File: config.mk
export PLATFORM = sky130hd
export DESIGN_NAME = call_term_ctrl
export DESIGN_NICKNAME = d
export VERILOG_FILES = /design/src/modem_pkg.sv /design/src/tick_if.sv /design/src/tick_gen.sv /design/src/in_sync.sv /design/src/call_term_ctrl.sv
export SDC_FILE = /design/constraint.sdc
export NUM_CORES = 1
export LEC_CHECK = 0
export BUFFER_PORTS_ARGS = -buffer_cell sky130_fd_sc_hd__buf_2
export CORE_MARGIN = 5
export CORE_UTILIZATION = 65
export CTS_BUF_LIST = sky130_fd_sc_hd__clkbuf_8
export CTS_CLUSTER_DIAMETER = 200
export DETAILED_ROUTE_END_ITERATION = 12
export PLACE_DENSITY = 0.88
export SETUP_SLACK_MARGIN = 0.4
export SLEW_MARGIN = 40
export SYNTH_ARGS = -nofsm -noshare
export SYNTH_HDL_FRONTEND = slang
export SYNTH_SLANG_ARGS = --single-unit
File: constraint.sdc
create_clock -name CLK -period 7.1 [get_ports CLK]
set_input_delay 0 -clock CLK [delete_from_list [all_inputs] [get_ports CLK]]
set_output_delay 0 -clock CLK [all_outputs]
set_load 0.02 [all_outputs]
File: src/modem_pkg.sv
// Purpose: Shared constants and types for the call termination control.
// Assumes: A 25 MHz system clock and a byte-wide character path.
// Notes: Offsets are byte addresses on the plain register port.
package modem_pkg;
  localparam int CLK_PERIOD_NS = 40;
  localparam int MS_NS = 1000000;
  localparam int MS_CYCLES = MS_NS / CLK_PERIOD_NS;
  localparam int MS_PER_S = 1000;
  localparam logic [15:0] DROP_MIN_MS = 16'h0064;
  localparam logic [7:0] ANSWER_TIMEOUT_S = 8'h0a;
  localparam logic [7:0] ADDR_CTRL = 8'h00;
  localparam logic [7:0] ADDR_STATUS = 8'h04;
  localparam logic [7:0] ADDR_IRQ_STAT = 8'h08;
  localparam logic [7:0] ADDR_IRQ_MASK = 8'h0c;
  localparam logic [7:0] ADDR_EOT_CNT = 8'h10;
  localparam logic [7:0] ADDR_CHAR_MS = 8'h14;
  localparam logic [7:0] ADDR_RX_LIMIT = 8'h18;
  localparam int CTRL_ANS = 0;
  localparam int CTRL_LEASED = 1;
  localparam int CTRL_RTS = 2;
  localparam int CTRL_BUSY = 3;
  localparam int CTRL_HANG = 4;
  localparam int CTRL_GO = 5;
  localparam logic [3:0] CTRL_RST = 4'h0;
  localparam logic [3:0] EOT_CNT_RST = 4'h3;
  localparam logic [15:0] CHAR_MS_RST = 16'h0064;
  localparam logic [15:0] RX_LIMIT_RST = 16'h0000;
  localparam int IRQ_W = 5;
  localparam int IRQ_CARRIER = 0;
  localparam int IRQ_EOT = 1;
  localparam int IRQ_TIMEOUT = 2;
  localparam int IRQ_ENDED = 3;
  localparam int IRQ_RING = 4;
  localparam logic [IRQ_W-1:0] IRQ_RST = 5'h00;
  localparam int STAT_STATE_LSB = 4;
  localparam logic [7:0] EOT_CHAR = 8'h04;
  typedef enum logic [2:0] {
    ST_IDLE = 3'b000,
    ST_ANSWER = 3'b001,
    ST_CONN = 3'b011,
    ST_EOT = 3'b010,
    ST_DRAIN = 3'b110,
    ST_DROP = 3'b111
  } state_t;
endpackage : modem_pkg

File: src/tick_if.sv
// Purpose: Carries the slow timing ticks between the prescaler and the control.
// Assumes: Both ticks are one-cycle pulses on the system clock.
// Notes: The second tick coincides with a millisecond tick.
`timescale 1ns/10ps
interface tick_if;
  logic ms_tick;
  logic s_tick;
  modport src (output ms_tick, output s_tick);
  modport dst (input ms_tick, input s_tick);
endinterface : tick_if

File: src/tick_gen.sv
// Purpose: Prescales the system clock into millisecond and second enables.
// Assumes: One clock domain.
// Notes: Parameters may be shortened in simulation.
`timescale 1ns/10ps
module tick_gen #(
  parameter int MS_CYCLES = 25000,
  parameter int MS_PER_S = 1000
) (
  // Clock and reset
  input wire logic CLK,
  input wire logic RST,
  // Tick outputs
  tick_if.src tk
);
  logic [$clog2(MS_CYCLES)-1:0] div_reg;
  logic [$clog2(MS_PER_S)-1:0] ms_reg;
  logic ms_tick_reg;
  logic s_tick_reg;
  wire div_end = (div_reg == ($clog2(MS_CYCLES))'(MS_CYCLES - 1));
  wire ms_end = (ms_reg == ($clog2(MS_PER_S))'(MS_PER_S - 1));

  always_ff @(posedge CLK or posedge RST) begin
    if (RST) begin
      div_reg <= '0;
      ms_reg <= '0;
      ms_tick_reg <= 1'b0;
      s_tick_reg <= 1'b0;
    end else begin
      div_reg <= div_end ? '0 : div_reg + 1'b1;
      ms_tick_reg <= div_end;
      s_tick_reg <= div_end && ms_end;
      if (div_end) begin
        ms_reg <= ms_end ? '0 : ms_reg + 1'b1;
      end
    end
  end

  assign tk.ms_tick = ms_tick_reg;
  assign tk.s_tick = s_tick_reg;
endmodule : tick_gen

File: src/in_sync.sv
// Purpose: Brings modem status pins into the clock domain.
// Assumes: Pins change slowly compared with the clock.
// Notes: A change is taken only once the second and third stages agree.
`timescale 1ns/10ps
module in_sync #(
  parameter int W = 4
) (
  // Clock and reset
  input wire logic CLK,
  input wire logic RST,
  // Pins and clean levels
  input wire logic [W-1:0] d,
  output logic [W-1:0] q
);
  logic [W-1:0] s1_reg;
  logic [W-1:0] s2_reg;
  logic [W-1:0] s3_reg;
  logic [W-1:0] q_reg;

  always_ff @(posedge CLK or posedge RST) begin
    if (RST) begin
      s1_reg <= '0;
      s2_reg <= '0;
      s3_reg <= '0;
      q_reg <= '0;
    end else begin
      s1_reg <= d;
      s2_reg <= s1_reg;
      s3_reg <= s2_reg;
      q_reg <= (s2_reg & s3_reg) | (q_reg & (s2_reg | s3_reg));
    end
  end

  assign q = q_reg;
endmodule : in_sync

File: src/call_term_ctrl.sv
// Purpose: Ends modem calls: hang-up sequencing, timeouts and disconnect triggers.
// Assumes: Modem status pins are asynchronous; character strobes share the clock.
// Notes: Registers sit on a plain strobe port with read data one cycle later.
//
// Added by the designer: the strobed register port and the register addresses.
`timescale 1ns/10ps
module call_term_ctrl
  import modem_pkg::*;
#(
  parameter int MS_CYC = MS_CYCLES,
  parameter int MS_S = MS_PER_S
) (
  // Clock and reset
  input wire logic CLK,
  input wire logic RST,
  // Register port
  input wire logic [7:0] ADDR,
  input wire logic [31:0] WDATA,
  input wire logic WE,
  input wire logic RE,
  output logic [31:0] RDATA,
  // Modem control and status
  output logic DTR,
  output logic RTS,
  input wire logic DSR,
  input wire logic DCD,
  input wire logic CTS,
  input wire logic RI,
  // Character path
  input wire logic RX_VALID,
  input wire logic [7:0] RX_DATA,
  output logic TX_VALID,
  output logic [7:0] TX_DATA,
  input wire logic TX_READY,
  // Interrupt
  output logic IRQ
);
  function automatic logic hit(input logic [7:0] a, input logic [7:0] off);
    hit = (a == off);
  endfunction : hit

  tick_if tk ();
  logic [3:0] pins_s;
  state_t state_reg, state_next;
  logic [3:0] ctrl_reg;
  logic [3:0] eot_cnt_reg;
  logic [3:0] eot_left_reg;
  logic [15:0] char_ms_reg;
  logic [15:0] rx_limit_reg;
  logic [15:0] rx_cnt_reg;
  logic [15:0] ms_cnt_reg;
  logic [7:0] s_cnt_reg;
  logic [IRQ_W-1:0] irq_stat_reg, irq_stat_next;
  logic [IRQ_W-1:0] irq_mask_reg;
  logic [31:0] rdata_reg;
  logic dtr_reg;
  logic rts_reg;
  logic ri_d_reg;
  logic [31:0] drop_cyc_reg;

  tick_gen #(.MS_CYCLES(MS_CYC), .MS_PER_S(MS_S)) u_tick (
    .CLK(CLK),
    .RST(RST),
    .tk(tk)
  );

  in_sync #(.W(4)) u_sync (
    .CLK(CLK),
    .RST(RST),
    .d({RI, CTS, DCD, DSR}),
    .q(pins_s)
  );

  wire dsr_s = pins_s[0];
  wire dcd_s = pins_s[1];
  wire ri_s = pins_s[3];
  wire leased = ctrl_reg[CTRL_LEASED];
  wire wr_ctrl = WE && hit(ADDR, ADDR_CTRL);
  wire hang_cmd = wr_ctrl && WDATA[CTRL_HANG];
  wire go_cmd = wr_ctrl && WDATA[CTRL_GO];
  wire eot_rx = RX_VALID && (RX_DATA == EOT_CHAR);
  wire rx_lim_hit = (rx_limit_reg != 16'h0000) && (rx_cnt_reg >= rx_limit_reg);
  wire tx_fire = TX_VALID && TX_READY;
  wire ans_timeout = s_cnt_reg >= ANSWER_TIMEOUT_S;
  wire drop_done = (ms_cnt_reg > DROP_MIN_MS) && (leased || !dsr_s);
  wire st_change = (state_next != state_reg);
  wire busy_out = ctrl_reg[CTRL_BUSY];

  // Carrier loss is only trusted after the set's own lag, so no extra filter is added here.
  always_comb begin
    state_next = state_reg;
    case (state_reg)
      ST_IDLE: begin
        if (ri_s && ctrl_reg[CTRL_ANS]) begin
          state_next = ST_ANSWER;
        end else if (leased && dsr_s && go_cmd) begin
          state_next = ST_CONN;
        end
      end
      ST_ANSWER: begin
        if (dcd_s || RX_VALID) begin
          state_next = ST_CONN;
        end else if (ans_timeout) begin
          state_next = ST_DROP;
        end
      end
      ST_CONN: begin
        if (!dcd_s || eot_rx) begin
          state_next = ST_DROP;
        end else if (hang_cmd || rx_lim_hit) begin
          state_next = (eot_cnt_reg != 4'h0) ? ST_EOT : ST_DRAIN;
        end
      end
      ST_EOT: begin
        if (tx_fire && eot_left_reg == 4'h1) begin
          state_next = ST_DRAIN;
        end
      end
      ST_DRAIN: begin
        if (ms_cnt_reg > char_ms_reg) begin
          state_next = ST_DROP;
        end
      end
      ST_DROP: begin
        if (drop_done) begin
          state_next = ST_IDLE;
        end
      end
      default: state_next = ST_IDLE;
    endcase
  end

  wire in_call = (state_next == ST_ANSWER) || (state_next == ST_CONN) ||
                 (state_next == ST_EOT) || (state_next == ST_DRAIN);
  wire keyed = (state_next == ST_CONN) || (state_next == ST_EOT) ||
               (state_next == ST_DRAIN);
  wire dtr_next = leased || in_call;
  wire rts_next = (state_next == ST_IDLE) ? busy_out :
                  (keyed && ctrl_reg[CTRL_RTS]);

  always_ff @(posedge CLK or posedge RST) begin
    if (RST) begin
      state_reg <= ST_IDLE;
      dtr_reg <= 1'b0;
      rts_reg <= 1'b0;
    end else begin
      state_reg <= state_next;
      dtr_reg <= dtr_next;
      rts_reg <= rts_next;
    end
  end

  // Timers restart on every state change so each wait is measured from its own entry.
  always_ff @(posedge CLK or posedge RST) begin
    if (RST) begin
      ms_cnt_reg <= 16'h0000;
      s_cnt_reg <= 8'h00;
    end else if (st_change) begin
      ms_cnt_reg <= 16'h0000;
      s_cnt_reg <= 8'h00;
    end else begin
      if (tk.ms_tick && ms_cnt_reg != 16'hffff) begin
        ms_cnt_reg <= ms_cnt_reg + 16'h0001;
      end
      if (tk.s_tick && s_cnt_reg != 8'hff) begin
        s_cnt_reg <= s_cnt_reg + 8'h01;
      end
    end
  end

  always_ff @(posedge CLK or posedge RST) begin
    if (RST) begin
      eot_left_reg <= 4'h0;
      rx_cnt_reg <= 16'h0000;
    end else begin
      if (state_next == ST_EOT && state_reg != ST_EOT) begin
        eot_left_reg <= eot_cnt_reg;
      end else if (tx_fire) begin
        eot_left_reg <= eot_left_reg - 4'h1;
      end
      if (state_reg != ST_CONN) begin
        rx_cnt_reg <= 16'h0000;
      end else if (RX_VALID && rx_cnt_reg != 16'hffff) begin
        rx_cnt_reg <= rx_cnt_reg + 16'h0001;
      end
    end
  end

  assign TX_VALID = (state_reg == ST_EOT) && (eot_left_reg != 4'h0);
  assign TX_DATA = EOT_CHAR;

  wire [IRQ_W-1:0] ev;
  assign ev[IRQ_CARRIER] = (state_reg == ST_CONN) && !dcd_s;
  assign ev[IRQ_EOT] = (state_reg == ST_CONN) && dcd_s && eot_rx;
  assign ev[IRQ_TIMEOUT] = (state_reg == ST_ANSWER) && (state_next == ST_DROP);
  assign ev[IRQ_ENDED] = (state_reg == ST_DROP) && (state_next == ST_IDLE);
  assign ev[IRQ_RING] = ri_s && !ri_d_reg;
  wire [IRQ_W-1:0] irq_clr = (WE && hit(ADDR, ADDR_IRQ_STAT)) ? WDATA[IRQ_W-1:0] : IRQ_RST;

  // A new event wins over a write-one-to-clear in the same cycle.
  assign irq_stat_next = (irq_stat_reg & ~irq_clr) | ev;

  always_ff @(posedge CLK or posedge RST) begin
    if (RST) begin
      ctrl_reg <= CTRL_RST;
      eot_cnt_reg <= EOT_CNT_RST;
      char_ms_reg <= CHAR_MS_RST;
      rx_limit_reg <= RX_LIMIT_RST;
      irq_mask_reg <= IRQ_RST;
      irq_stat_reg <= IRQ_RST;
      ri_d_reg <= 1'b0;
    end else begin
      irq_stat_reg <= irq_stat_next;
      ri_d_reg <= ri_s;
      if (wr_ctrl) begin
        ctrl_reg <= WDATA[3:0];
      end
      if (WE && hit(ADDR, ADDR_IRQ_MASK)) begin
        irq_mask_reg <= WDATA[IRQ_W-1:0];
      end
      if (WE && hit(ADDR, ADDR_EOT_CNT)) begin
        eot_cnt_reg <= WDATA[3:0];
      end
      if (WE && hit(ADDR, ADDR_CHAR_MS)) begin
        char_ms_reg <= WDATA[15:0];
      end
      if (WE && hit(ADDR, ADDR_RX_LIMIT)) begin
        rx_limit_reg <= WDATA[15:0];
      end
    end
  end

  wire [31:0] status_word = {25'h0, state_reg, pins_s};
  wire [31:0] rd_mux =
    hit(ADDR, ADDR_CTRL) ? {28'h0, ctrl_reg} :
    hit(ADDR, ADDR_STATUS) ? status_word :
    hit(ADDR, ADDR_IRQ_STAT) ? {27'h0, irq_stat_reg} :
    hit(ADDR, ADDR_IRQ_MASK) ? {27'h0, irq_mask_reg} :
    hit(ADDR, ADDR_EOT_CNT) ? {28'h0, eot_cnt_reg} :
    hit(ADDR, ADDR_CHAR_MS) ? {16'h0, char_ms_reg} :
    hit(ADDR, ADDR_RX_LIMIT) ? {16'h0, rx_limit_reg} : 32'h0;

  always_ff @(posedge CLK or posedge RST) begin
    if (RST) begin
      rdata_reg <= 32'h0;
    end else begin
      rdata_reg <= RE ? rd_mux : 32'h0;
    end
  end

  assign RDATA = rdata_reg;
  assign DTR = dtr_reg;
  assign RTS = rts_reg;
  assign IRQ = |(irq_stat_reg & irq_mask_reg);

  // Raw cycle count of the drop phase, so the hang-up minimum is checked apart from the timer.
  always_ff @(posedge CLK or posedge RST) begin
    if (RST) begin
      drop_cyc_reg <= 32'h0;
    end else if (state_reg != ST_DROP) begin
      drop_cyc_reg <= 32'h0;
    end else begin
      drop_cyc_reg <= drop_cyc_reg + 32'h1;
    end
  end
endmodule : call_term_ctrl

### After elaboration in Yosys (flattened, before gate mapping)

Cells that the tools add are included.

| operators by class | value |
|---|---|
| add/subtract/negate cells | 6 |
| $lt $le $gt $ge | 4 |
| equal/unequal tests | 26 |
| mux-type cells | 31 |
| bitwise logic cells | 8 |
| reductions and logical operators | 53 |

Operator list:

| kind | count |
|---|---|
| 2-to-1 mux 16 bit | 12 |
| adder 16 x 1 -> 16 bit (second input constant) | 2 |
| inequality test 16 bit (second input constant) | 2 |
| 2-to-1 mux 3 bit | 10 |
| logical AND 1 bit | 29 |
| equality test 8 x 5 -> 1 bit (second input constant) | 3 |
| one-hot mux 3 bit (6 select lines) | 1 |
| equality test 8 x 3 -> 1 bit (second input constant) | 2 |
| equality test 8 x 4 -> 1 bit (second input constant) | 2 |
| greater-or-equal comparator 16 bit | 1 |
| > comparator 16 bit | 1 |
| > comparator 16 x 7 -> 1 bit (second input constant) | 1 |
| 2-to-1 mux 8 bit | 2 |
| nonzero test 16 bit | 1 |
| adder 15 x 1 -> 15 bit (second input constant) | 1 |
| equality test 15 bit (second input constant) | 1 |
| 2-to-1 mux 15 bit | 1 |
| equality test 3 x 2 -> 1 bit (second input constant) | 4 |
| equality test 3 bit (second input constant) | 4 |
| adder 10 x 1 -> 10 bit (second input constant) | 1 |
| bitwise AND 5 bit | 2 |
| equality test 10 bit (second input constant) | 1 |
| logical OR 1 bit | 10 |
| 2-to-1 mux 10 bit | 1 |
| other kinds (21) | 33 |

| word-level totals | value |
|---|---|
| register bits | 159 |
| bits of input ports | 58 |
| output and inout bits | 44 |
| word-level logic and storage cells | 151 |

### Depth between registers and ports, before layout

Gate-level depths: netlist of the first run.

| logic depth | value |
|---|---|
| depth in word-level cells | 12 |
| mapped depth | 10 |
| depth with buffers taken out | 9 |

### Hierarchy

A second synthesis of the first run with hierarchy kept.

| second synthesis, totals | value |
|---|---|
| cells, all modules | 791 |
| area, all modules | 8,426.8 um^2 |

By module, submodules not included:

| module | instances | cells an instance | area an instance (um^2) | seq. area each (um^2) |
|---|---|---|---|---|
| call_term_ctrl | 1 | 643 | 6,670.1 | 2,909.0 |
| tick_gen | 1 | 127 | 1,307.5 | 675.6 |
| in_sync | 1 | 21 | 449.2 | 400.4 |

### Worst setup path after synthesis of the first run

Ideal clock, no wire load.

| timing | value |
|---|---|
| path kind | reg2reg |
| start | register rx_limit_reg[13] |
| end | register eot_left_reg[0] |
| setup time | 0.125 ns |
| arrival | 2.543 ns |
| required time | 6.975 ns |
| slack | 4.432 ns |
| stages on the path, launching flop included | 10 |
| path buffers | 0 |
| period minus slack after synthesis | 2.668 ns |
| cell sequence | dfrtp_1 inv_1 ha_1 a21oi_1 nor2_1 a2111oi_1 a31oi_1 or4_4 nor3_4 mux2_2 |

| on the way | value |
|---|---|
| cells in the longest elaborated chain, start to end | 9 |
| elaborated cells between the ends (all ways) | 11 |
| those cells by class | order compare: 1; eq/ne: 1; mux: 4; reduce/logical: 5 |

RTL lines:

| what | line | text |
|---|---|---|
| start, declared | call_term_ctrl.sv:49 | `logic [15:0] rx_limit_reg;` |
| start signal, assigned | call_term_ctrl.sv:228 | `rx_limit_reg <= WDATA[15:0];` |
| greater-or-equal comparator 16 bit / nonzero test 16 bit (equally long branches) | call_term_ctrl.sv:82 | `wire rx_lim_hit = (rx_limit_reg != 16'h0000) && (rx_cnt_reg >= rx_limit_reg);` |
| logical AND 1 bit * | call_term_ctrl.sv:82 |  |
| logical OR 1 bit * | call_term_ctrl.sv:110 | `end else if (hang_cmd \|\| rx_lim_hit) begin` |
| 2-to-1 mux 3 bit * | call_term_ctrl.sv:110 |  |
| 2-to-1 mux 3 bit * | call_term_ctrl.sv:108 | `if (!dcd_s \|\| eot_rx) begin` |
| one-hot mux 3 bit (6 select lines) * | call_term_ctrl.sv:92 | `case (state_reg)` |
| named net state_next[2] | call_term_ctrl.sv:44 | `state_t state_reg, state_next;` |
| equality test 3 x 2 -> 1 bit * | call_term_ctrl.sv:176 | `if (state_next == ST_EOT && state_reg != ST_EOT) begin` |
| logical AND 1 bit * | call_term_ctrl.sv:176 |  |
| 2-to-1 mux 4 bit / nonzero test 2 bit (equally long branches) | -- |  |
| end signal, assigned | call_term_ctrl.sv:177 | `eot_left_reg <= eot_cnt_reg;` |
| end signal, assigned | call_term_ctrl.sv:179 | `eot_left_reg <= eot_left_reg - 4'h1;` |
| end, declared | call_term_ctrl.sv:47 | `logic [3:0] eot_left_reg;` |

Mark *: on every way through the listed nets, which the timed path passes. The rest lies on a longest branch.
A chain may end at the register's enable or synchronous reset.

### Worst setup path after layout of the first run

| timing | value |
|---|---|
| start | register rx_limit_reg[13] |
| end | register eot_left_reg[3] |

Same word-level chain as after synthesis.

==> flow_metrics.tcl, run 1 <==
set metrics [dict create \
    outcome "finished, violations left" \
    violations "design-rule violations" \
    gp_routability_congestion 0.894 \
    start_util_pct 66.3 \
    cts_setup_buffers 0 \
    fin_skew_ps 20.7 \
    reg2reg_slack_ps 3790 \
    final_core_util_pct 74.2 \
    io_buffers 61 \
    p_leak_nw 4.37 \
    yosys.area_share.simple_pct 16.9 \
    antenna_found_initial 0 \
    netlist_area_um2 8330 \
    critPathLaunchType "flip-flop" \
    ir_worst_vdd_v 0.000164 \
    dp_hpwl_mm 12.6 \
    ys_types 75 \
    synth_top_family_by_area "simple AND/OR/NAND/NOR gates" \
    synthMuxAreaShare_pct 8.25 \
    synth_edf_count 0 \
    timing.final.crit_share_pct 46.6 \
    switching_share_pct 25.2 \
    setup-violations-final 0 \
    postRouteAntennaNets 0 \
    ios 102 \
    synth_adder_area_share_pct 6.64 \
    seqPwrFrac_pct 53.1 \
    drc 1 \
    synth-main-ff-cell "dfrtp_1" \
    grt_pass1_vias 6262 \
    p_int_w 0.00133 \
    viasPerCell 5.85 \
    clockRootBuffer "clkbuf_8" \
    netSwitchingPower_w 0.000449 \
    cts_tree "done" \
    n_antenna_cell 0 \
    crit_arrival_ps 3670 \
    r2r_start "rx_limit_reg[13]" \
    drive_gt1_share_pct 19.1 \
    fillCellCount 813 \
    critical_path_class "flip-flop to flip-flop" \
    drt_iter0_drc 494 \
    setup_tns_ps 0 \
    dp_cells 1006 \
    endpoint_kind "flip-flop" \
    finalHoldViolations 0 \
    clock_sinks 159 \
    synthXorXnorAreaFrac_pct 5.89 \
    htreeDepth 4 \
    ys_seq_elements 159 \
    layout_common_cells "dfrtp_1 (154), nor2_1 (90), buf_2 (61)" \
    cap_violations 0 \
    final.min_clock_period_ps 3310 \
    drv_slew 0 \
    post_dp_cell_area_um2 8650 \
    final_cell_area_um2 9320 \
    power.density_nw_per_um2 191 \
    worstHoldStart "ADDR[6]" \
    timing.fmax_ghz 0.302 \
    synth-compound-area-share_pct 8.25 \
    clkTransAtPathRegs_ps 100 \
    cp_data_required_time_ps 7460 \
    numCtsBuffers 17 \
    yosysSeqAreaShare_pct 47.9 \
    fp.dieH_um 123 \
    final_cells 1062 \
    wl_per_cell_um 17.2 \
    routed_wl_mm 18.2 \
    nNetsFinal 976 \
    syn_avg_cell_area_um2 10.5 \
    track_usage_pct 25.5 \
    cts_buffer_depth 2 \
    async_flop_share_pct 100 \
    slew_headroom_pct 47.8 \
    areaGrowthSynthToFinish_pct 12.0 \
    final_common_cell "dfrtp_1" \
    rsz0062_at_grt "no" \
    clk_latency_ps 470 \
    drtPass1Iterations 10 \
    core-area_um2 12600 \
    grt_max_degree 96 \
    dieArea_um2 15200 \
    yosys_warnings 0 \
    syn_inst 793 \
    clkPwrFrac_pct 39.3 \
    core.rowCount 41 \
    routed-via-count 6214 \
    grt_pass1_wl_mm 30.1 \
    layout_setup_ws_ps 3790 \
    worst_hold_path_type "primary input to flip-flop" \
    worstPathMaxFanout 4 \
    p_comb_share_pct 7.6 \
    worst_pin_slew_ps 777 \
    overflow 0 \
    cp-startpoint "rx_limit_reg[13]" \
    fp.dieW_um 123 \
    place_ws_ps 3900 \
]
## final timing paths
| check | depth (start not counted) | end |
|---|---|---|
| worst max-delay path | 9 | eot_left_reg[3] |
| worst min-delay path | 4 | RDATA[5] |
| worst max register to register | 9 | eot_left_reg[3] |
| worst min register to register | 0 | u_sync.s2_reg[1] |
| max in group asynchronous | 4 | u_tick.div_reg[10] |
| min in group asynchronous | 3 | irq_stat_reg[2] |
## layer usage
metal  part of all wire [%]  global-route usage [%]
met1                     40                    32.6
met2                     49                    41.4
met3                    7.6                    6.22
met4                    3.6                    11.3
met5                      0                       0
## what timing repair did
item / 4_1_cts / 5_1_grt
setup endpoints to repair: 0 / 0
resized for setup: 0 / 0
endpoints found under the hold margin: 150 / 0
hold buffers: 24 / 0
## synth_stat cells (3+ instances only)
library cell	number	area share [%]
a211oi_1	3	0.27
a21o_1	5	0.45
a21oi_1	20	1.2
a221oi_1	3	0.32
a222oi_1	3	0.36
a22oi_1	14	1.3
a31oi_1	4	0.30
and2_1	5	0.38
and3_1	5	0.38
and4_1	4	0.42
buf_2	4	0.24
buf_4	24	2.2
buf_6	6	0.81
clkbuf_1	10	0.45
dfrtp_1	154	46
dfstp_2	5	1.6
ha_1	41	6.2
inv_1	54	2.4
maj3_1	4	0.48
mux2_1	5	0.68
mux2_2	48	6.5
mux2i_1	9	1.1
nand2_1	54	2.4
nand2b_1	3	0.23
nand3_1	27	1.6
nand4_1	18	1.4
nand4b_1	3	0.32
nor2_1	90	4.1
nor2b_1	4	0.30
nor3_1	15	0.90
nor4_1	6	0.45
o21ai_0	19	1.1
o31ai_1	6	0.54
or3_1	7	0.53
or3b_2	3	0.32
or4_1	8	0.72
or4_4	3	0.41
xnor2_1	26	2.7
xor2_1	30	3.2
## per-stage QoR
step	hold WS (ps)	total power (W)
4_1_cts	12.8	0.00179
2_1_floorplan	31.4	0.00105
5_1_grt	53.0	0.00185
6_report	63.1	0.00178
3_5_place_dp	109	0.00108
3_3_place_gp	108	0.00108
## critical path, cell delays in order (launching register included)
cell       delay [ps]
dfrtp_1           430
inv_1              70
ha_1              310
a21oi_1           120
nor2_1             60
a2111oi_1         660
a31oi_1           280
or4_4             580
nor3_4            300
mux2_2            390
## power groups by stage
| stage | Clock [W] | Sequential [W] | Combinational (W) |
|---|---|---|---|
| 3_3_place_gp | 0 | 0.000961 | 0.000118 |
| 6_report | 0.000701 | 0.000945 | 0.000136 |
| 3_5_place_dp | 0 | 0.000962 | 0.000122 |
| 4_1_cts | 0.000709 | 0.000944 | 0.000133 |
| 2_1_floorplan | 0 | 0.000955 | 0.0000966 |
| 5_1_grt | 0.000749 | 0.000948 | 0.000150 |
## cell type report
cell class,instances,area [um2],share of cell area (%)
flip-flops and latches,159,3990,42.7
clock buffers,17,234,2.51
inverters,54,210,2.25
well taps,172,215,2.31
clock inverters,15,188,2.01
repair buffers,88,572,6.13
multi-input cells,557,3920,42.0
## cells by family after synthesis
group	count (synthesis)
mux	62
compound gates	99
buf+inv	99
other cells	2
flops	159
fa+ha+maj	45
simple gates	271
xor+xnor	56
(Power assumes the default switching activity.)
==> run 2, diff against run 1 <==
- CORE_UTILIZATION: 65 -> 61
- PLACE_DENSITY: 0.88 -> 0.83
- clock period: 7.1 -> 3.3 ns (I/O delays scaled with it)
==> run 2 against run 1 <==
Against the previous run: the flow now finishes without violations; sequential power is 110% higher; register-to-register slack worse by 3400 ps; final cell count is 2.3% higher; sequential share of layout area is 1.1 points lower; clock skew is 4.0 ps lower.
==> flow_metrics.tcl, run 2 (same netlist as run 1, synthesis figures left out) <==
set metrics [dict create \
    outcome "finished clean" \
    track_usage_pct 24.0 \
    wl_per_cell_um 17.2 \
    ir_worst_vdd_v 0.000355 \
    fillCellCount 909 \
    clk_latency_ps 470 \
    dp_hpwl_mm 12.7 \
    viasPerCell 5.78 \
    power_w 0.00391 \
    grt_pass1_wl_mm 30.9 \
    htreeDepth 4 \
    drt_iter0_drc 520 \
    critical_path_class "flip-flop to flip-flop" \
    start_util_pct 62.6 \
    drv_slew 0 \
    drive_gt1_share_pct 21.8 \
    setup-violations-final 0 \
    routed_wl_mm 18.7 \
    final.min_clock_period_ps 2900 \
    rsz0062_at_grt "yes" \
    clkTransAtPathRegs_ps 90 \
    fp.dieH_um 127 \
    final_common_cell "dfrtp_1" \
    reg2reg_slack_ps 400 \
    crit_end "eot_left_reg[1]" \
    critPathLaunchType "flip-flop" \
    cp-startpoint "rx_limit_reg[15]" \
    numCtsBuffers 17 \
    grt_max_degree 96 \
    drtPass1Iterations 6 \
    worstReg2RegEnd "eot_left_reg[1]" \
    r2r_start "rx_limit_reg[15]" \
    p_leak_nw 4.46 \
    nNetsFinal 994 \
    cts_buffer_depth 2 \
    core-area_um2 13300 \
    grt_pass1_vias 6336 \
    clock_sinks 159 \
    worstPathMaxFanout 5 \
    setup_tns_ps 0 \
    clockRootBuffer "clkbuf_8" \
    finalHoldViolations 0 \
    overflow 0 \
    fp.dieW_um 127 \
    cts_tree "done" \
    dieArea_um2 16100 \
    ios 102 \
    layout_common_cells "dfrtp_1 (151), nor2_1 (90), buf_2 (61)" \
    routed-via-count 6279 \
    worst_hold_path_type "primary input to flip-flop" \
    endpoint_kind "flip-flop" \
    gp_routability_congestion 0.889 \
    power.density_nw_per_um2 409 \
    cp_data_required_time_ps 3660 \
    crit_arrival_ps 3260 \
    r2r_cells 9 \
    layout_setup_ws_ps 398 \
    drc 0 \
    worstHoldPathCells 4 \
    areaGrowthSynthToFinish_pct 14.9 \
    slew_headroom_pct 50.3 \
    timing.final.crit_share_pct 87.9 \
    io_buffers 61 \
    antenna_found_initial 2 \
    fin_skew_ps 16.7 \
    place_ws_ps 237 \
    worst_pin_slew_ps 740 \
    core.rowCount 42 \
    postRouteAntennaNets 0 \
    timing.fmax_ghz 0.345 \
    cap_violations 0 \
]
## run 2: cell count changes in the layout (fill, tap and decap cells not counted), sizes merged
| cell | change |
|---|---|
| buf | +16 |
| clkinv | +1 |
| clkinvlp | +1 |
| dlygate4sd3 | +2 |
| inv | -4 |
| clkbuf | +2 |
| diode | +2 |
## run 2: worst min path at each step
stage / from / endpoint
2_1_floorplan: DSR / u_sync.s1_reg[0]
3_3_place_gp: RST / u_sync.s1_reg[2]
3_5_place_dp: RST / u_sync.s2_reg[2]
4_1_cts: ADDR[1] / RDATA[6]
5_1_grt: ADDR[5] / RDATA[4]
6_report: ADDR[1] / RDATA[6]
## run 2: routing by layer
layer,vias to the layer above,GRT usage [%],wire length [um]
li1,2938,-,-
met1,3099,30.4,7880
met2,195,39.6,9200
met3,47,5.55,1040
met4,0,10.2,610
met5,-,0,0
## run 2: metrics by stage
stage,instance area [um2],utilization (%),hold slack (ps),std cells
after floorplan,8410,-,31.4,815
after global placement,8710,65.5,84.0,1016
after detailed placement,8710,65.5,89.7,1016
after CTS,9470,71.2,3.99,1076
after global routing,9570,72.0,32.8,1086
final,9570,72.0,26.6,1086
## run 2: final cells by class
class / count / area [um2] / area share [%]
diodes: 2 / 5.00 / 0.0523
inverters: 54 / 206 / 2.16
clock inverters: 13 / 164 / 1.71
multi-input cells: 557 / 4000 / 41.8
flip-flops and latches: 159 / 3990 / 41.7
repair buffers: 106 / 721 / 7.53
clock buffers: 19 / 262 / 2.73
well taps: 176 / 220 / 2.30
## run 2: critical path: stages (launching register included)
cell,delay (ps)
dfrtp_1,400
inv_1,110
ha_4,310
nand4_1,130
nor3_2,280
or4b_4,530
a31oi_4,220
o211ai_4,140
nor3_4,310
mux2_2,370
## run 2: power breakdown
part,internal [W],total (W),switching [W],leakage (nW)
Sequential,0.00199,0.00203,0.0000421,2.10
Clock,0.000789,0.00154,0.000752,0.206
Combinational,0.000143,0.000334,0.000192,2.15
## run 2: what timing repair did
item / 4_1_cts / 5_1_grt
setup buffers: 2 / 8
pin swaps: 6 / 4
endpoints found under the hold margin: 84 / 0
endpoints found under the setup margin: 19 / 28
gates resized for setup: 9 / 8
hold buffers: 26 / 0
==> run 3, diff against run 2 <==
- CORE_UTILIZATION: 61 -> 28
- GPL_TIMING_DRIVEN: not set -> 0
- PLACE_DENSITY: 0.83 -> not set
==> run 3 against run 2 <==
Against the previous run: wire length grew 3.9%; count of clock-buffer cells in the layout is the same; sequential share of layout area shrank 2.7 points; hold slack gained 11 ps; register-to-register slack gained 50 ps; via count shrank 1.3%; non-clock buffer count grew 39; final area grew 6.9%.
==> flow_metrics.tcl, run 3 (same netlist as run 1, synthesis figures left out) <==
set metrics [dict create \
    outcome "finished clean" \
    cap_violations 0 \
    worst_pin_slew_ps 697 \
    final_common_cell "dfrtp_1" \
    drt_iter0_drc 377 \
    r2r_start "rx_cnt_reg[0]" \
    use_met3_pct 2.55 \
    top_usage_layer "met2" \
    overflow 0 \
    critPathLaunchType "flip-flop" \
    reg2reg_slack_ps 450 \
    endpoint_kind "flip-flop" \
    power.density_nw_per_um2 386 \
    regArea_um2 3990 \
    r2r_cells 9 \
    fp.dieW_um 182 \
    slew_headroom_pct 53.5 \
    timing.fmax_ghz 0.351 \
    finalHoldViolations 0 \
    place_ws_ps 147 \
    dp_hpwl_mm 14.3 \
    areaGrowthSynthToFinish_pct 22.8 \
    worst_hold_path_type "primary input to flip-flop" \
    crit_end "eot_left_reg[1]" \
    ios 102 \
    worstReg2RegEnd "eot_left_reg[1]" \
    drc 0 \
    dieArea_um2 33300 \
    final_cells 1337 \
    antenna_found_initial 0 \
    clkTransAtPathRegs_ps 100 \
    track_usage_pct 12.0 \
    slowest_delay_ps 490 \
    cts_buffer_depth 2 \
    core.rowCount 63 \
    fillCellCount 3065 \
    clock_sinks 159 \
    layout_setup_ws_ps 449 \
    grt_use_met2_pct 18.9 \
    clockRootBuffer "clkbuf_8" \
    critical_path_class "flip-flop to flip-flop" \
    cp_data_required_time_ps 3650 \
    grt_max_degree 26 \
    met1_usage_pct 17.0 \
    setup-violations-final 0 \
    multi_input_area_um2 4030 \
    htreeDepth 4 \
    numCtsBuffers 17 \
    fp.dieH_um 182 \
    cp-startpoint "rx_cnt_reg[0]" \
    core-area_um2 29500 \
    cts_tree "done" \
    grt_pass1_vias 6171 \
    n_antenna_cell 0 \
    wl_per_cell_um 14.5 \
    drtPass1Iterations 5 \
    drive_gt1_share_pct 24.0 \
    clk_latency_ps 450 \
    drv_slew 0 \
    layout_common_cells "dfrtp_1 (153), nor2_1 (90), buf_2 (62)" \
    routed-via-count 6199 \
    timing.final.crit_share_pct 86.4 \
    rsz0062_at_grt "yes" \
    nNetsFinal 1033 \
    fin_skew_ps 18.4 \
    cp_slowest_cell "or4_4" \
    holdWs_ps 37.3 \
    gp_routability_congestion 0.816 \
    final.min_clock_period_ps 2850 \
    grt_pass1_wl_mm 32.5 \
    p_leak_nw 4.69 \
    cp_cell_sequence "inv_1 -> ha_1 -> nand2b_1 -> a2111oi_2 -> or4b_4 -> a31oi_2 -> or4_4 -> nor3_4 -> mux2_2" \
    routed_wl_mm 19.4 \
    setup_tns_ps 0 \
    start_util_pct 28.2 \
    viasPerCell 4.64 \
    dp_cells 1270 \
    crit_arrival_ps 3200 \
    ir_worst_vdd_v 0.000231 \
    io_buffers 58 \
    postRouteAntennaNets 0 \
    worstPathMaxFanout 4 \
]
## run 3: changes by cell type in the layout (fill, tap and decap cells not counted), moves of 2 or more
cell,before,now
buf_4,18,32
clkinvlp_4,5,1
dfrtp_2,3,1
buf_6,0,6
buf_12,1,4
clkbuf_1,0,10
dfrtp_1,151,153
buf_16,0,3
inv_8,0,2
diode_2,2,0
inv_6,1,7
## run 3: final cells by class
cell class                 count  share of cell area, %
buffer                        45                   3.02
clock buffer                  19                   2.56
clock inverter                13                   1.58
inverter                      54                   2.02
multi-input combinational    557                   39.4
sequential                   159                   39.0
tap                          390                   4.77
timing repair buffer         100                   7.66
## run 3: timing repair
item	CTS	global route
buffers inserted	1	7
resized for setup	10	6
hold endpoints to repair	157	0
hold buffers	27	0
setup endpoints to repair	5	28
pin swaps	5	7
## run 3: routing by layer
metal | part of all wire (%) | wire [um]
met1 | 48 | 9320
met3 | 3.5 | 689
met2 | 47 | 9210
met5 | 0 | 0
met4 | 1.1 | 221
## run 3: worst min-delay path by stage
stage,startpoint,to,slack (ps),cells after the start
after floorplan,DSR,u_sync.s1_reg[0],30,0
after global placement,RI,u_sync.s1_reg[3],110,1
after detailed placement,RST,u_sync.s1_reg[0],0.4,2
after CTS,ADDR[5],RDATA[6],2,4
after global routing,ADDR[5],RDATA[6],6,4
final,ADDR[5],RDATA[6],40,4
## run 3: where the power goes
| part | internal, W | switching [W] | total, W |
|---|---|---|---|
| clock | 0.000744 | 0.000803 | 0.00155 |
| combinational | 0.000176 | 0.000195 | 0.000371 |
| sequential | 0.00199 | 0.0000396 | 0.00203 |
## run 3: through the flow
stage               instance area [um2]  total power [W]  util [%]
global placement                   9190          0.00236      31.2
CTS                               10100          0.00400      34.3
detailed placement                 9360          0.00239      31.8
global route                      10200          0.00413      34.7
finish                            10200          0.00395      34.7
floorplan                          8410          0.00226         -
## run 3: critical path: cells and delay by family (launching register included)
family / cells / cell delay (ps)
flip-flops: 1 / 410
AND/OR/NAND/NOR: 4 / 1150
buffers and inverters: 1 / 100
adder cells (fa/ha/maj): 1 / 220
AO/OA/AOI/OAI: 2 / 510
multiplexers: 1 / 360
